===== config.mk =====
export PLATFORM = sky130hd
export DESIGN_NAME = vchi_host_if
export DESIGN_NICKNAME = d
export VERILOG_FILES = /design/src/hw/vchi_frame_engine.v /design/src/hw/vchi_host_if.v
export VERILOG_INCLUDE_DIRS = /design/src /design/src/hw
export SDC_FILE = /design/constraint.sdc
export NUM_CORES = 1
export LEC_CHECK = 0
export BUFFER_PORTS_ARGS = -buffer_cell sky130_fd_sc_hd__buf_2
export CORE_MARGIN = 3
export CORE_UTILIZATION = 42
export CTS_CLUSTER_DIAMETER = 30
export CTS_CLUSTER_SIZE = 12
export DETAILED_ROUTE_END_ITERATION = 8
export PLACE_DENSITY = 0.68
export SYNTH_ARGS = -nofsm -noshare
export SYNTH_HDL_FRONTEND = slang
export SYNTH_SLANG_ARGS = --single-unit
export TNS_END_PERCENT = 30

===== constraint.sdc =====
create_clock -name sys_clk -period 2.4 [get_ports sys_clk]
set_input_delay 0.12 -clock sys_clk [delete_from_list [all_inputs] [get_ports sys_clk]]
set_output_delay 0.12 -clock sys_clk [all_outputs]
set_load 0.01 [all_outputs]

===== src/hw/vchi_defines.vh =====
// Constants of the codec host command interface: offsets, fields, resets, timing.
// Assumes a 32-bit register port addressed by byte offset, word aligned.
`ifndef VCHI_DEFINES_VH
`define VCHI_DEFINES_VH

// Control group
`define VCHI_OFF_CTRL 8'h00
`define VCHI_OFF_STATUS 8'h04
`define VCHI_OFF_IRQ_STAT 8'h08
`define VCHI_OFF_IRQ_MASK 8'h0c
`define VCHI_OFF_BOOT_ADDR 8'h10
`define VCHI_OFF_ENGINE_ID 8'h14
// Global group
`define VCHI_OFF_WORK_BASE 8'h20
`define VCHI_OFF_STRM_BASE 8'h24
`define VCHI_OFF_STRM_SIZE 8'h28
`define VCHI_OFF_STRM_WPTR 8'h2c
`define VCHI_OFF_STRM_RPTR 8'h30
`define VCHI_OFF_FRM_BASE 8'h34
`define VCHI_OFF_GLOBAL_OPT 8'h38
// Command group
`define VCHI_OFF_CMD 8'h40
`define VCHI_OFF_CMD_INST 8'h44
`define VCHI_OFF_CMD_STD 8'h48
`define VCHI_OFF_ARG0 8'h50

// Control fields
`define VCHI_CTRL_RUN 0
`define VCHI_CTRL_SOFT_RST 1
// Status fields
`define VCHI_ST_BUSY 0
`define VCHI_ST_RUNNING 1
`define VCHI_ST_MPEG1 2
`define VCHI_ST_ERR 3
`define VCHI_ST_INST_LSB 8
`define VCHI_ST_OPEN_LSB 16
// Interrupt status fields
`define VCHI_IRQ_DONE 0
`define VCHI_IRQ_ERR 1
`define VCHI_IRQ_STRM_EMPTY 2

// Command codes
`define VCHI_CMD_OPEN 8'h01
`define VCHI_CMD_CLOSE 8'h02
`define VCHI_CMD_PIC_RUN 8'h03
`define VCHI_CMD_SET_PARAM 8'h04
`define VCHI_CMD_GET_INFO 8'h05

// Codec standard codes, sequential from zero
`define VCHI_STD_ZERO 3'h0
`define VCHI_STD_MPEG2 3'h4
`define VCHI_STD_LAST 3'h7

// Flag in arg0 selecting MPEG-1 through the MPEG-2 path
`define VCHI_ARG_MPEG1 0

// Reset values
`define VCHI_RST_WORD 32'h0000_0000
`define VCHI_RST_MASK 3'h0

// Frame processing time
`define VCHI_FRAME_US 100
`define VCHI_CLK_MHZ 20
`define VCHI_FRAME_CYC (`VCHI_FRAME_US * `VCHI_CLK_MHZ)
`define VCHI_SHORT_CYC 4

`endif


===== src/hw/vchi_frame_engine.v =====
// Frame engine stand-in: runs one operation to completion on its own counter.
// Assumes start is a one-cycle pulse given only while idle.
`timescale 1ns/10ps
module vchi_frame_engine #(
  parameter CW = 20
) (
  input wire sys_clk,
  input wire rst_n,
  input wire start,
  input wire [CW-1:0] cycles,
  output reg busy_q,
  output reg done_q
);
  reg [CW-1:0] cnt_q;

  // No register traffic needed while a frame runs; count alone ends it
  always @(posedge sys_clk or negedge rst_n) begin
    if (!rst_n) begin
      cnt_q <= {CW{1'b0}};
      busy_q <= 1'b0;
      done_q <= 1'b0;
    end else begin
      done_q <= 1'b0;
      if (start && !busy_q) begin
        busy_q <= 1'b1;
        cnt_q <= cycles;
      end else if (busy_q) begin
        if (cnt_q <= {{(CW-1){1'b0}}, 1'b1}) begin
          busy_q <= 1'b0;
          done_q <= 1'b1;
        end else begin
          cnt_q <= cnt_q - {{(CW-1){1'b0}}, 1'b1};
        end
      end
    end
  end
endmodule // vchi_frame_engine


===== src/hw/vchi_host_if.v =====
// Host command interface of the frame video codec: register bank, command
// sequencer, instance table, stream buffer pointers and completion interrupt.
// Assumes a single-master register port with one-cycle strobes, no wait.
//
// Contract
// - Bulk data only via shared memory
// - Commands and replies via register bank
// - Status registers readable apart from commands
// - Buffers one writer, pointer pair coordinates
// - Working region reserved for device only
// - Device owns frame buffers exclusively
// - Stream pointers and size always readable
// - Control registers show sequencer, boot init
// - Global registers survive instance switch
// - Command I/O overwritten on each command; only VCHI_CMD_GET_INFO overwrites args 0 and 1 here
// - Completion raises interrupt before result read
// - Frame completes without host register traffic
// - Buffer addresses are 32-bit physical
// - Standard codes zero to seven sequential
// - MPEG-1 decoded via MPEG-2 path
// - Concurrent instances by handle, close one
`timescale 1ns/10ps
`include "vchi_defines.vh"
module vchi_host_if #(
  parameter NINST = 4,
  parameter NARG = 4,
  parameter FRAME_CYC = `VCHI_FRAME_CYC,
  parameter [31:0] ENGINE_ID = 32'h0000_0a5e
) (
  input wire sys_clk,
  input wire rst_n,
  input wire [7:0] reg_addr,
  input wire [31:0] reg_wdata,
  input wire reg_wr,
  input wire reg_rd,
  output reg [31:0] reg_rdata_q,
  output wire irq,
  output reg [31:0] mem_base_q,
  output reg [31:0] frm_base_q,
  output reg [2:0] codec_standard_select,
  output wire engine_busy
);
  // ENGINE_ID value is arbitrary

  localparam ST_IDLE = 3'b001;
  localparam ST_RUN = 3'b010;
  localparam ST_DONE = 3'b100;
  localparam CW = 20;
  localparam [CW-1:0] SHORT_CYC = `VCHI_SHORT_CYC;

  ////////////////////////////////////////////////////////////////////////
  // Registers
  reg [2:0] state_q;
  reg [1:0] ctrl_q;
  reg [31:0] boot_addr_q;
  reg [31:0] work_base_q;
  reg [31:0] strm_base_q;
  reg [31:0] strm_size_q;
  reg [31:0] strm_wptr_q;
  reg [31:0] strm_rptr_q;
  reg [31:0] global_opt_q;
  reg [7:0] cmd_q;
  reg [7:0] inst_q;
  reg [2:0] std_q;
  reg [31:0] arg_q [0:NARG-1];
  reg [NINST-1:0] open_q;
  reg [2:0] inst_std_q [0:NINST-1];
  reg [2:0] irq_stat_q;
  reg [2:0] irq_mask_q;
  reg busy_q;
  reg err_q;
  reg mpeg1_q;
  reg eng_start_q;
  reg [CW-1:0] eng_cycles_q;
  wire eng_busy;
  wire eng_done;

  integer i;
  integer j;

  wire wr_cmd = reg_wr && (reg_addr == `VCHI_OFF_CMD);
  wire rd_irq = reg_rd && (reg_addr == `VCHI_OFF_IRQ_STAT);
  wire [1:0] sel_inst = inst_q[1:0];
  wire inst_ok = (inst_q < NINST);
  wire [31:0] arg_idx = ({24'h0, reg_addr} - {24'h0, `VCHI_OFF_ARG0}) >> 2;
  wire arg_hit = (reg_addr >= `VCHI_OFF_ARG0) && (arg_idx < NARG) && (reg_addr[1:0] == 2'b00);
  wire strm_empty = (strm_wptr_q == strm_rptr_q);

  ////////////////////////////////////////////////////////////////////////
  // Frame engine
  vchi_frame_engine #(.CW(CW)) u_eng (
    .sys_clk(sys_clk),
    .rst_n(rst_n),
    .start(eng_start_q),
    .cycles(eng_cycles_q),
    .busy_q(eng_busy),
    .done_q(eng_done)
  );

  ////////////////////////////////////////////////////////////////////////
  // Command sequencer
  // Events raised in the cycle the status is read still stick
  wire [2:0] irq_set = {strm_empty & (state_q == ST_DONE) & (cmd_q == `VCHI_CMD_PIC_RUN),
                        (state_q == ST_DONE) & err_q, (state_q == ST_DONE)};

  always @(posedge sys_clk or negedge rst_n) begin
    if (!rst_n) begin
      state_q <= ST_IDLE;
      busy_q <= 1'b0;
      err_q <= 1'b0;
      mpeg1_q <= 1'b0;
      cmd_q <= 8'h00;
      open_q <= {NINST{1'b0}};
      eng_start_q <= 1'b0;
      eng_cycles_q <= {CW{1'b0}};
      irq_stat_q <= `VCHI_RST_MASK;
      strm_rptr_q <= `VCHI_RST_WORD;
      for (i = 0; i < NINST; i = i + 1) begin
        inst_std_q[i] <= 3'h0;
      end
    end else begin
      eng_start_q <= 1'b0;
      irq_stat_q <= (rd_irq ? 3'h0 : irq_stat_q) | irq_set;
      if (ctrl_q[`VCHI_CTRL_SOFT_RST]) begin
        state_q <= ST_IDLE;
        busy_q <= 1'b0;
        open_q <= {NINST{1'b0}};
      end else begin
        case (state_q)
          ST_IDLE: begin
            // Commands refused until boot run bit set
            if (wr_cmd && ctrl_q[`VCHI_CTRL_RUN]) begin
              cmd_q <= reg_wdata[7:0];
              busy_q <= 1'b1;
              err_q <= 1'b0;
              state_q <= ST_RUN;
              eng_start_q <= 1'b1;
              eng_cycles_q <= (reg_wdata[7:0] == `VCHI_CMD_PIC_RUN) ?
                              FRAME_CYC[CW-1:0] : SHORT_CYC;
            end
          end
          ST_RUN: begin
            if (eng_done) begin
              state_q <= ST_DONE;
              case (cmd_q)
                `VCHI_CMD_OPEN: begin
                  if (!inst_ok || open_q[sel_inst]) begin
                    err_q <= 1'b1;
                  end else begin
                    open_q[sel_inst] <= 1'b1;
                    inst_std_q[sel_inst] <= std_q;
                    mpeg1_q <= (std_q == `VCHI_STD_MPEG2) && arg_q[0][`VCHI_ARG_MPEG1];
                  end
                end
                `VCHI_CMD_CLOSE: begin
                  if (!inst_ok || !open_q[sel_inst]) begin
                    err_q <= 1'b1;
                  end else begin
                    open_q[sel_inst] <= 1'b0;
                  end
                end
                `VCHI_CMD_PIC_RUN: begin
                  if (!inst_ok || !open_q[sel_inst]) begin
                    err_q <= 1'b1;
                  end else begin
                    strm_rptr_q <= strm_wptr_q;
                  end
                end
                `VCHI_CMD_SET_PARAM, `VCHI_CMD_GET_INFO: begin
                  err_q <= !inst_ok;
                end
                default: begin
                  err_q <= 1'b1;
                end
              endcase
            end
          end
          ST_DONE: begin
            busy_q <= 1'b0;
            state_q <= ST_IDLE;
          end
          default: begin
            state_q <= ST_IDLE;
          end
        endcase
      end
    end
  end

  assign irq = |(irq_stat_q & irq_mask_q);
  assign engine_busy = busy_q;

  ////////////////////////////////////////////////////////////////////////
  // Host writes
  // Globals are never touched by instance switches
  always @(posedge sys_clk or negedge rst_n) begin
    if (!rst_n) begin
      ctrl_q <= 2'b00;
      boot_addr_q <= `VCHI_RST_WORD;
      work_base_q <= `VCHI_RST_WORD;
      strm_base_q <= `VCHI_RST_WORD;
      strm_size_q <= `VCHI_RST_WORD;
      strm_wptr_q <= `VCHI_RST_WORD;
      frm_base_q <= `VCHI_RST_WORD;
      global_opt_q <= `VCHI_RST_WORD;
      irq_mask_q <= `VCHI_RST_MASK;
      inst_q <= 8'h00;
      std_q <= `VCHI_STD_ZERO;
      for (j = 0; j < NARG; j = j + 1) begin
        arg_q[j] <= `VCHI_RST_WORD;
      end
    end else begin
      if (reg_wr) begin
        case (reg_addr)
          `VCHI_OFF_CTRL: ctrl_q <= reg_wdata[1:0];
          `VCHI_OFF_BOOT_ADDR: boot_addr_q <= reg_wdata;
          `VCHI_OFF_IRQ_MASK: irq_mask_q <= reg_wdata[2:0];
          // Base addresses are physical
          `VCHI_OFF_WORK_BASE: if (!busy_q) work_base_q <= reg_wdata;
          `VCHI_OFF_STRM_BASE: strm_base_q <= reg_wdata;
          `VCHI_OFF_STRM_SIZE: strm_size_q <= reg_wdata;
          `VCHI_OFF_STRM_WPTR: strm_wptr_q <= reg_wdata;
          `VCHI_OFF_FRM_BASE: if (!busy_q) frm_base_q <= reg_wdata;
          `VCHI_OFF_GLOBAL_OPT: global_opt_q <= reg_wdata;
          // Command I/O frozen while a command runs
          `VCHI_OFF_CMD_INST: if (!busy_q) inst_q <= reg_wdata[7:0];
          `VCHI_OFF_CMD_STD: if (!busy_q) std_q <= reg_wdata[2:0];
          default: begin
          end
        endcase
        if (arg_hit && !busy_q) begin
          arg_q[arg_idx] <= reg_wdata;
        end
      end
      // VCHI_CMD_GET_INFO results overwrite arguments 0 and 1 at completion
      if (state_q == ST_RUN && eng_done && cmd_q == `VCHI_CMD_GET_INFO && inst_ok) begin
        arg_q[0] <= {29'h0, inst_std_q[sel_inst]};
        arg_q[1] <= strm_size_q;
      end
    end
  end

  always @(posedge sys_clk or negedge rst_n) begin
    if (!rst_n) begin
      mem_base_q <= `VCHI_RST_WORD;
      codec_standard_select <= `VCHI_STD_ZERO;
    end else begin
      mem_base_q <= work_base_q;
      if (inst_ok) begin
        codec_standard_select <= inst_std_q[sel_inst];
      end
    end
  end

  ////////////////////////////////////////////////////////////////////////
  // Host reads: one cycle later; unmapped reads zero
  reg [31:0] rd_d;
  always @* begin
    rd_d = 32'h0;
    case (reg_addr)
      `VCHI_OFF_CTRL: rd_d = {30'h0, ctrl_q};
      `VCHI_OFF_STATUS: begin
        rd_d[`VCHI_ST_BUSY] = busy_q;
        rd_d[`VCHI_ST_RUNNING] = eng_busy;
        rd_d[`VCHI_ST_MPEG1] = mpeg1_q;
        rd_d[`VCHI_ST_ERR] = err_q;
        rd_d[`VCHI_ST_INST_LSB +: 8] = inst_q;
        rd_d[`VCHI_ST_OPEN_LSB +: NINST] = open_q;
      end
      `VCHI_OFF_IRQ_STAT: rd_d = {29'h0, irq_stat_q};
      `VCHI_OFF_IRQ_MASK: rd_d = {29'h0, irq_mask_q};
      `VCHI_OFF_BOOT_ADDR: rd_d = boot_addr_q;
      `VCHI_OFF_ENGINE_ID: rd_d = ENGINE_ID;
      `VCHI_OFF_WORK_BASE: rd_d = work_base_q;
      `VCHI_OFF_STRM_BASE: rd_d = strm_base_q;
      `VCHI_OFF_STRM_SIZE: rd_d = strm_size_q;
      `VCHI_OFF_STRM_WPTR: rd_d = strm_wptr_q;
      `VCHI_OFF_STRM_RPTR: rd_d = strm_rptr_q;
      `VCHI_OFF_FRM_BASE: rd_d = frm_base_q;
      `VCHI_OFF_GLOBAL_OPT: rd_d = global_opt_q;
      `VCHI_OFF_CMD: rd_d = {24'h0, cmd_q};
      `VCHI_OFF_CMD_INST: rd_d = {24'h0, inst_q};
      `VCHI_OFF_CMD_STD: rd_d = {29'h0, std_q};
      default: begin
        if (arg_hit) begin
          rd_d = arg_q[arg_idx];
        end
      end
    endcase
  end

  always @(posedge sys_clk or negedge rst_n) begin
    if (!rst_n) begin
      reg_rdata_q <= `VCHI_RST_WORD;
    end else begin
      reg_rdata_q <= reg_rd ? rd_d : 32'h0;
    end
  end
endmodule // vchi_host_if


==> flow_summary_export.csv, run 1 <==
group,metric,value,unit
logic_synthesis,ys_types,69,
clock_network,clk_pin_slew,0.05,ns
placement,dp_hpwl,51.4,mm
logic_synthesis,synth_top_area_share,0.550,
finish,fin_nets,2214,
logic_synthesis,synth_area,23800,um2
clock_network,root_buffer,"clkbuf_16",
setup_path,ff2ff_path_depth,6,
die,core-area,55600,um2
pwr,pwr_density_cell,865,nW/um2
finish,synthToLayoutAreaGrowth,28.7,%
route,viasPerCell,5.83,
route,vias,17600,
clock_network,clock_path_buffers,3,
placement,dp_cells,2764,
route,drt_first_pass_iters,5,
setup_path,cp_common_cell,"or3_4",
sta,period_share,0.988,
sta,worst_hold_slack,0.0303,ns
setup_path,start_kind,"flip-flop",
sta,setup_viol,0,
route,met3_length,5.69,mm
logic_synthesis,ys_async_sr_fraction,1.00,
die,die_y,244,um
sta,clock.fmax,0.422,GHz
route,top_layer_used,"met4",
logic_synthesis,synth_nets,1917,
pwr,power.leakage,14.7,nW
clock_network,cts_tree,"done",
logic_synthesis,ys.flop_type,"dfrtp_1",
run,cap_viol_max_count,0,
route,wl_met2,36.4,mm
logic_synthesis,synthTopCellsByArea,"dfrtp_1 (55%), mux2_2 (17%), mux2i_1 (4.1%)",
route,ant_nets,0,
sta,setup_ws,0.0285,ns
logic_synthesis,synth_edf_count,0,
route,wirelength,77.0,mm
placement,pre_cts_ws,-0.279,ns
global_route,first_global_vias,18800,
finish,fillCellCount,4547,
setup_path,crit_type,"reg2reg",
logic_synthesis,ys_seq_area_frac,0.551,
logic_synthesis,ys_seq_elements,525,
clock_network,h-tree-depth,3,
die,die_w,244,um
setup_path,worstPathBufferInverterCount,0,
route,drtIter0Drc,1463,
logic_synthesis,yosys_warnings,0,
sta,skew,0.0249,ns
route,avgRoutedWirePerCell,25.6,um
sta,tightestPinTransition,0.984,ns
setup_path,crit_path_end_kind,"flip-flop",
run_status,outcome,"finished clean",
setup_path,critPathTopFamily,"simple AND/OR/NAND/NOR gates",
placement,numPortBuffers,144,
finish,drive_gt1_frac,0.410,
logic_synthesis,synth_area_leader_cell,"dfrtp_1",
logic_synthesis,synth_top_cells_by_count,"dfrtp_1 (524), mux2_2 (355), nand2_1 (98), nor2_1 (98), mux2i_1 (97)",
global_route,gr-total-overflow,0,
die,start_util,0.428,
pwr,max-vdd-ir-drop,665,uV
route,drc,0,
min_path,hold_class,"in2async",
finish,layout.cells.non_filler,3011,
setup_path,cp_max_fo,6,
global_route,track_usage,0.261,
clock_network,cts_sinks,525,
sta,period_minus_slack,2.37,ns
die,rows,86,
global_route,grt_first_pass_wirelength,118,mm
clock_network,numCtsBuffers,111,
placement,gp_congestion,0.967,
sta,finalHoldViolations,0,
logic_synthesis,avgSynthCellArea,12.8,um2
setup_path,cp.depth,6,
setup_path,r2r_setup_slack,0.03,ns
route,met1_length,31.4,mm
setup_path,arrival,2.91,ns
logic_synthesis,synth_most_common_cell,"dfrtp_1",
die,die_area,59600,um2
global_route,grt_max_degree,97,
sta,slew_headroom,0.327,
setup_path,path_cells,"nor4_2 -> nand2_1 -> or3_4 -> or3_4 -> or3_4 -> mux2_4",
global_route,antenna_found_initial,1,
sta,report.final.slew_viol_count,0,
clock_network,insertion_delay,0.66,ns
setup_path,cpPeakStageDelay,0.42,ns
setup_path,crit_slowest_cell,"or3_4",
logic_synthesis,synth_cells,1866,
setup_path,required,2.93,ns
die,io_pins,145,
sta,rsz0062_at_grt,"true",
-- path summary, 6_finish.rpt --
| kind | start | endpoint |
|---|---|---|
| setup reg to reg | inst_q[3] | inst_std_q[10] |
| setup / recovery | inst_q[3] | inst_std_q[10] |
| hold / removal | rst_n | mem_base_q[27] |
| hold reg to reg | work_base_q[23] | mem_base_q[23] |
| min in group sys_clk | reg_wdata[1] | arg_q[65] |
| max in group asynchronous | rst_n | mem_base_q[5] |
-- worst register-to-register path: stages (launching register included) --
cell	delay, ns
dfrtp_1	0.39
nor4_2	0.29
nand2_1	0.12
or3_4	0.35
or3_4	0.42
or3_4	0.38
mux2_4	0.31
-- power breakdown --
| part | total [mW] | switching [mW] | internal [mW] |
|---|---|---|---|
| sequential | 9.34 | 0.202 | 9.14 |
| combinational | 1.31 | 0.791 | 0.517 |
| clock | 15.9 | 5.32 | 10.6 |
-- logic make-up (layout without fill, tap and decap cells) --
logic type               count (synthesis)  count (layout)  synth area share
AND/OR/NAND/NOR                        352             352            0.0721
adder cells (fa/ha/maj)                  7               7           0.00368
XOR/XNOR                                43              43            0.0158
multiplexers                           496             496             0.247
AO/OA/AOI/OAI                          285             285            0.0830
other                                    0               2                 0
flip-flops                             525             525             0.551
buffers and inverters                  158             553            0.0267
-- metrics by stage --
| step | TNS (ns) | instance area, um2 | power, mW | utilization |
|---|---|---|---|---|
| floorplan | 0 | 23800 | 10.0 | - |
| global placement | -1.64 | 26300 | 10.7 | 0.473 |
| detailed placement | -0.285 | 26300 | 10.7 | 0.473 |
| CTS | 0 | 30600 | 26.7 | 0.550 |
| global route | -0.263 | 30700 | 27.3 | 0.551 |
| finish | 0 | 30700 | 26.5 | 0.551 |
-- metal layers --
| metal | track usage | vias to the layer above |
|---|---|---|
| met1 | 0.338 | 9110 |
| met2 | 0.418 | 755 |
| li1 | - | 7492 |
| met3 | 0.0571 | 199 |
| met5 | 0 | - |
| met4 | 0.125 | 0 |
-- cell type report --
type                    instances  area (um2)  area share
diodes                          2        5.00    0.000163
clock buffers                 135        3030      0.0988
clock inverters                76         931      0.0303
inverters                      16        60.1     0.00196
multi-input cells            1183       10100       0.330
flip-flops and latches        525       13100       0.428
well taps                     748         936      0.0305
repair buffers                326        2440      0.0795
-- layout by cell type (no fill, tap or decap), drive strengths merged, types with 31 or more instances in the layout --
cell type,synthesis,layout
inv,16,33
mux2,362,362
buf,54,293
a21oi,41,41
dfrtp,524,524
nand2b,38,38
mux4,37,37
clkbuf,88,135
dlygate4sd3,0,33
o21ai,60,60
nor2,100,100
a22oi,46,46
nand2,98,98
mux2i,97,97
nor3,31,31
-- flip-flops by register name, indices dropped and copies added (netlist names), 12 cells and up --
| register | count |
|---|---|
| strm_base_q | 32 |
| strm_rptr_q | 32 |
| global_opt_q | 32 |
| strm_wptr_q | 32 |
| boot_addr_q | 32 |
| frm_base_q | 32 |
| strm_size_q | 32 |
| work_base_q | 32 |
| inst_std_q | 12 |
| mem_base_q | 32 |
| arg_q | 128 |
| reg_rdata_q | 32 |
| u_eng.cnt_q | 20 |
-- timing repair --
action,4_1_cts,5_1_grt
hold buffers,33,0
endpoints found under the hold margin,730,0
buffers inserted,0,1
endpoints found under the setup margin,0,59
resized for setup,0,10
(Power assumes the default switching activity.)
==> run 2: changes to the inputs <==
Settings changed: CORE_UTILIZATION 42 to 40, PLACE_DENSITY 0.68 to 0.63.
Clock period 2.4 ns to 2.61 ns, I/O delays scaled along.
==> run 2 against run 1 <==
  * Global-route usage shrank 1.3 points
  * Via count decreased by 1.0%
  * Sequential power shrank 8.0%
  * Die area is 4.9% higher
  * Combinational power shrank 7%
  * Core utilization fell by 2.9 points
  * Worst hold slack better by 0.013 ns
  * Total power is 7.9% lower
  * Largest cell class unchanged
  * Worst setup slack better by 0.045 ns
==> flow_summary_export.csv, run 2 (synthesized netlist as in run 1, its figures left out) <==
group,metric,value,unit
route,vias,17400,
route,drtIter0Drc,1414,
route,viasPerCell,5.79,
placement,numPortBuffers,144,
setup_path,start_kind,"flip-flop",
finish,final_cell_mix,"dfrtp_1 (524), mux2_2 (355), buf_2 (141), buf_4 (116), clkbuf_16 (111)",
setup_path,reg2reg_to,"inst_std_q[11]",
die,io_pins,145,
die,die_w,250,um
route,ant_nets,0,
sta,setup_viol,0,
sta,clock.fmax,0.394,GHz
pwr,pwr_density_cell,802,nW/um2
setup_path,r2r_setup_slack,0.07,ns
setup_path,ff2ff_path_depth,6,
global_route,first_global_vias,18400,
clock_network,cts_sinks,525,
die,start_util,0.408,
setup_path,arrival,3.06,ns
finish,largest_register,"arg_q",
clock_network,clock_path_buffers,3,
placement,gp_congestion,0.973,
finish,largest_register_ffs,128,
route,wirelength,78.0,mm
die,rows,88,
min_path,hold_class,"in2reg",
placement,dp_hpwl,51.8,mm
die,core-area,58400,um2
global_route,use_met3,0.0522,
pwr,power.leakage,14.6,nW
setup_path,crit_type,"reg2reg",
clock_network,cts_tree,"done",
setup_path,endpoint,"inst_std_q[11]",
min_path,min_path_cells,3,
sta,slew_headroom,0.546,
sta,finalHoldViolations,0,
route,drc,0,
global_route,grt_util_met1,0.329,
global_route,grt_max_degree,84,
setup_path,crit-reg2reg-launch,"inst_q[5]",
clock_network,cts_setup_buffers,0,
sta,tightestPinTransition,0.664,ns
setup_path,cp_max_fo,6,
route,drt_first_pass_iters,6,
sta,fin_tns_setup,0,ns
pwr,max-vdd-ir-drop,647,uV
setup_path,startpoint,"inst_q[5]",
global_route,grt_first_pass_wirelength,118,mm
run,cap_viol_max_count,0,
sta,period_share,0.972,
clock_network,numCtsBuffers,108,
global_route,antenna_found_initial,1,
clock_network,insertion_delay,0.65,ns
finish,drive_gt1_frac,0.401,
finish,fin_nets,2193,
sta,rsz0062_at_grt,"false",
finish,synthToLayoutAreaGrowth,28.0,%
sta,skew,0.0348,ns
clock_network,clk_pin_slew,0.04,ns
pwr,p_total,24.5,mW
route,avgRoutedWirePerCell,26.0,um
finish,final_common_cell,"dfrtp_1",
sta,period_minus_slack,2.54,ns
run_status,outcome,"finished clean",
clock_network,h-tree-depth,3,
die,die_y,250,um
setup_path,crit_path_end_kind,"flip-flop",
die,die_area,62500,um2
global_route,gr-total-overflow,0,
clock_network,root_buffer,"clkbuf_16",
global_route,track_usage,0.248,
global_route,use_met2,0.394,
setup_path,required,3.13,ns
sta,report.final.slew_viol_count,0,
global_route,busiest_layer,"met2",
==> run 2: cell types whose count changed in the layout (fill, tap and decap cells not counted), sizes merged <==
| cell | previous run | this run |
|---|---|---|
| buf | 293 | 276 |
| bufinv | 14 | 18 |
| clkinv | 26 | 24 |
| clkinvlp | 19 | 17 |
| diode | 2 | 1 |
| dlygate4sd3 | 33 | 32 |
| inv | 33 | 24 |
==> run 2: layer usage <==
metal	wire length, um	share of wire
met1	32700	0.42
met2	36800	0.47
met3	5280	0.068
met4	3240	0.042
met5	18	0.00023
==> run 2: layout make-up <==
type,count,area (um2)
clock inverter,67,926
tap,765,957
clock buffer,135,3040
antenna,1,2.50
sequential,525,13100
multi-input combinational,1183,10100
inverter,16,60.1
timing repair buffer,308,2270
fill,4958,27900
==> run 2: critical path, stage by stage, from the launching register on <==
cell	delay (ns)
dfrtp_1	0.42
nor4_2	0.27
nand2_1	0.15
or3_4	0.38
or3_1	0.48
or3_4	0.41
mux2_4	0.31
==> run 2: how the worst min path moves through the flow <==
stage               slack, ns        endpoint          from
floorplan               -0.17        arg_q[0]         rst_n
global placement         0.17  mem_base_q[27]         rst_n
detailed placement       0.17  mem_base_q[27]         rst_n
CTS                      0.03       arg_q[96]  reg_wdata[0]
global route             0.08       arg_q[64]  reg_wdata[0]
finish                   0.04       arg_q[96]  reg_wdata[0]
==> run 2: through the flow <==
stage / cell area [um2] / cells / setup WS (ns) / hold slack (ns) / utilization
floorplan: 23800 / 1866 / 0.210 / -0.165 / -
global placement: 26200 / 2765 / 0.0274 / 0.168 / 0.449
CTS: 30500 / 2999 / 0.0938 / 0.0259 / 0.523
detailed placement: 26200 / 2765 / 0.0896 / 0.174 / 0.449
finish: 30500 / 3000 / 0.0735 / 0.0432 / 0.523
global route: 30500 / 2999 / 0.00846 / 0.0846 / 0.523
==> run 2: repair_timing <==
action                                 4_1_cts  5_1_grt
resized for setup                            0        1
setup endpoints to repair                    0       12
hold buffers                                32        0
endpoints found under the hold margin      427        0
==> run 2: power breakdown <==
| group | internal [mW] | switching (mW) |
|---|---|---|
| logic | 0.478 | 0.738 |
| clock network | 10.0 | 4.61 |
| registers | 8.41 | 0.188 |
| total | 18.9 | 5.54 |
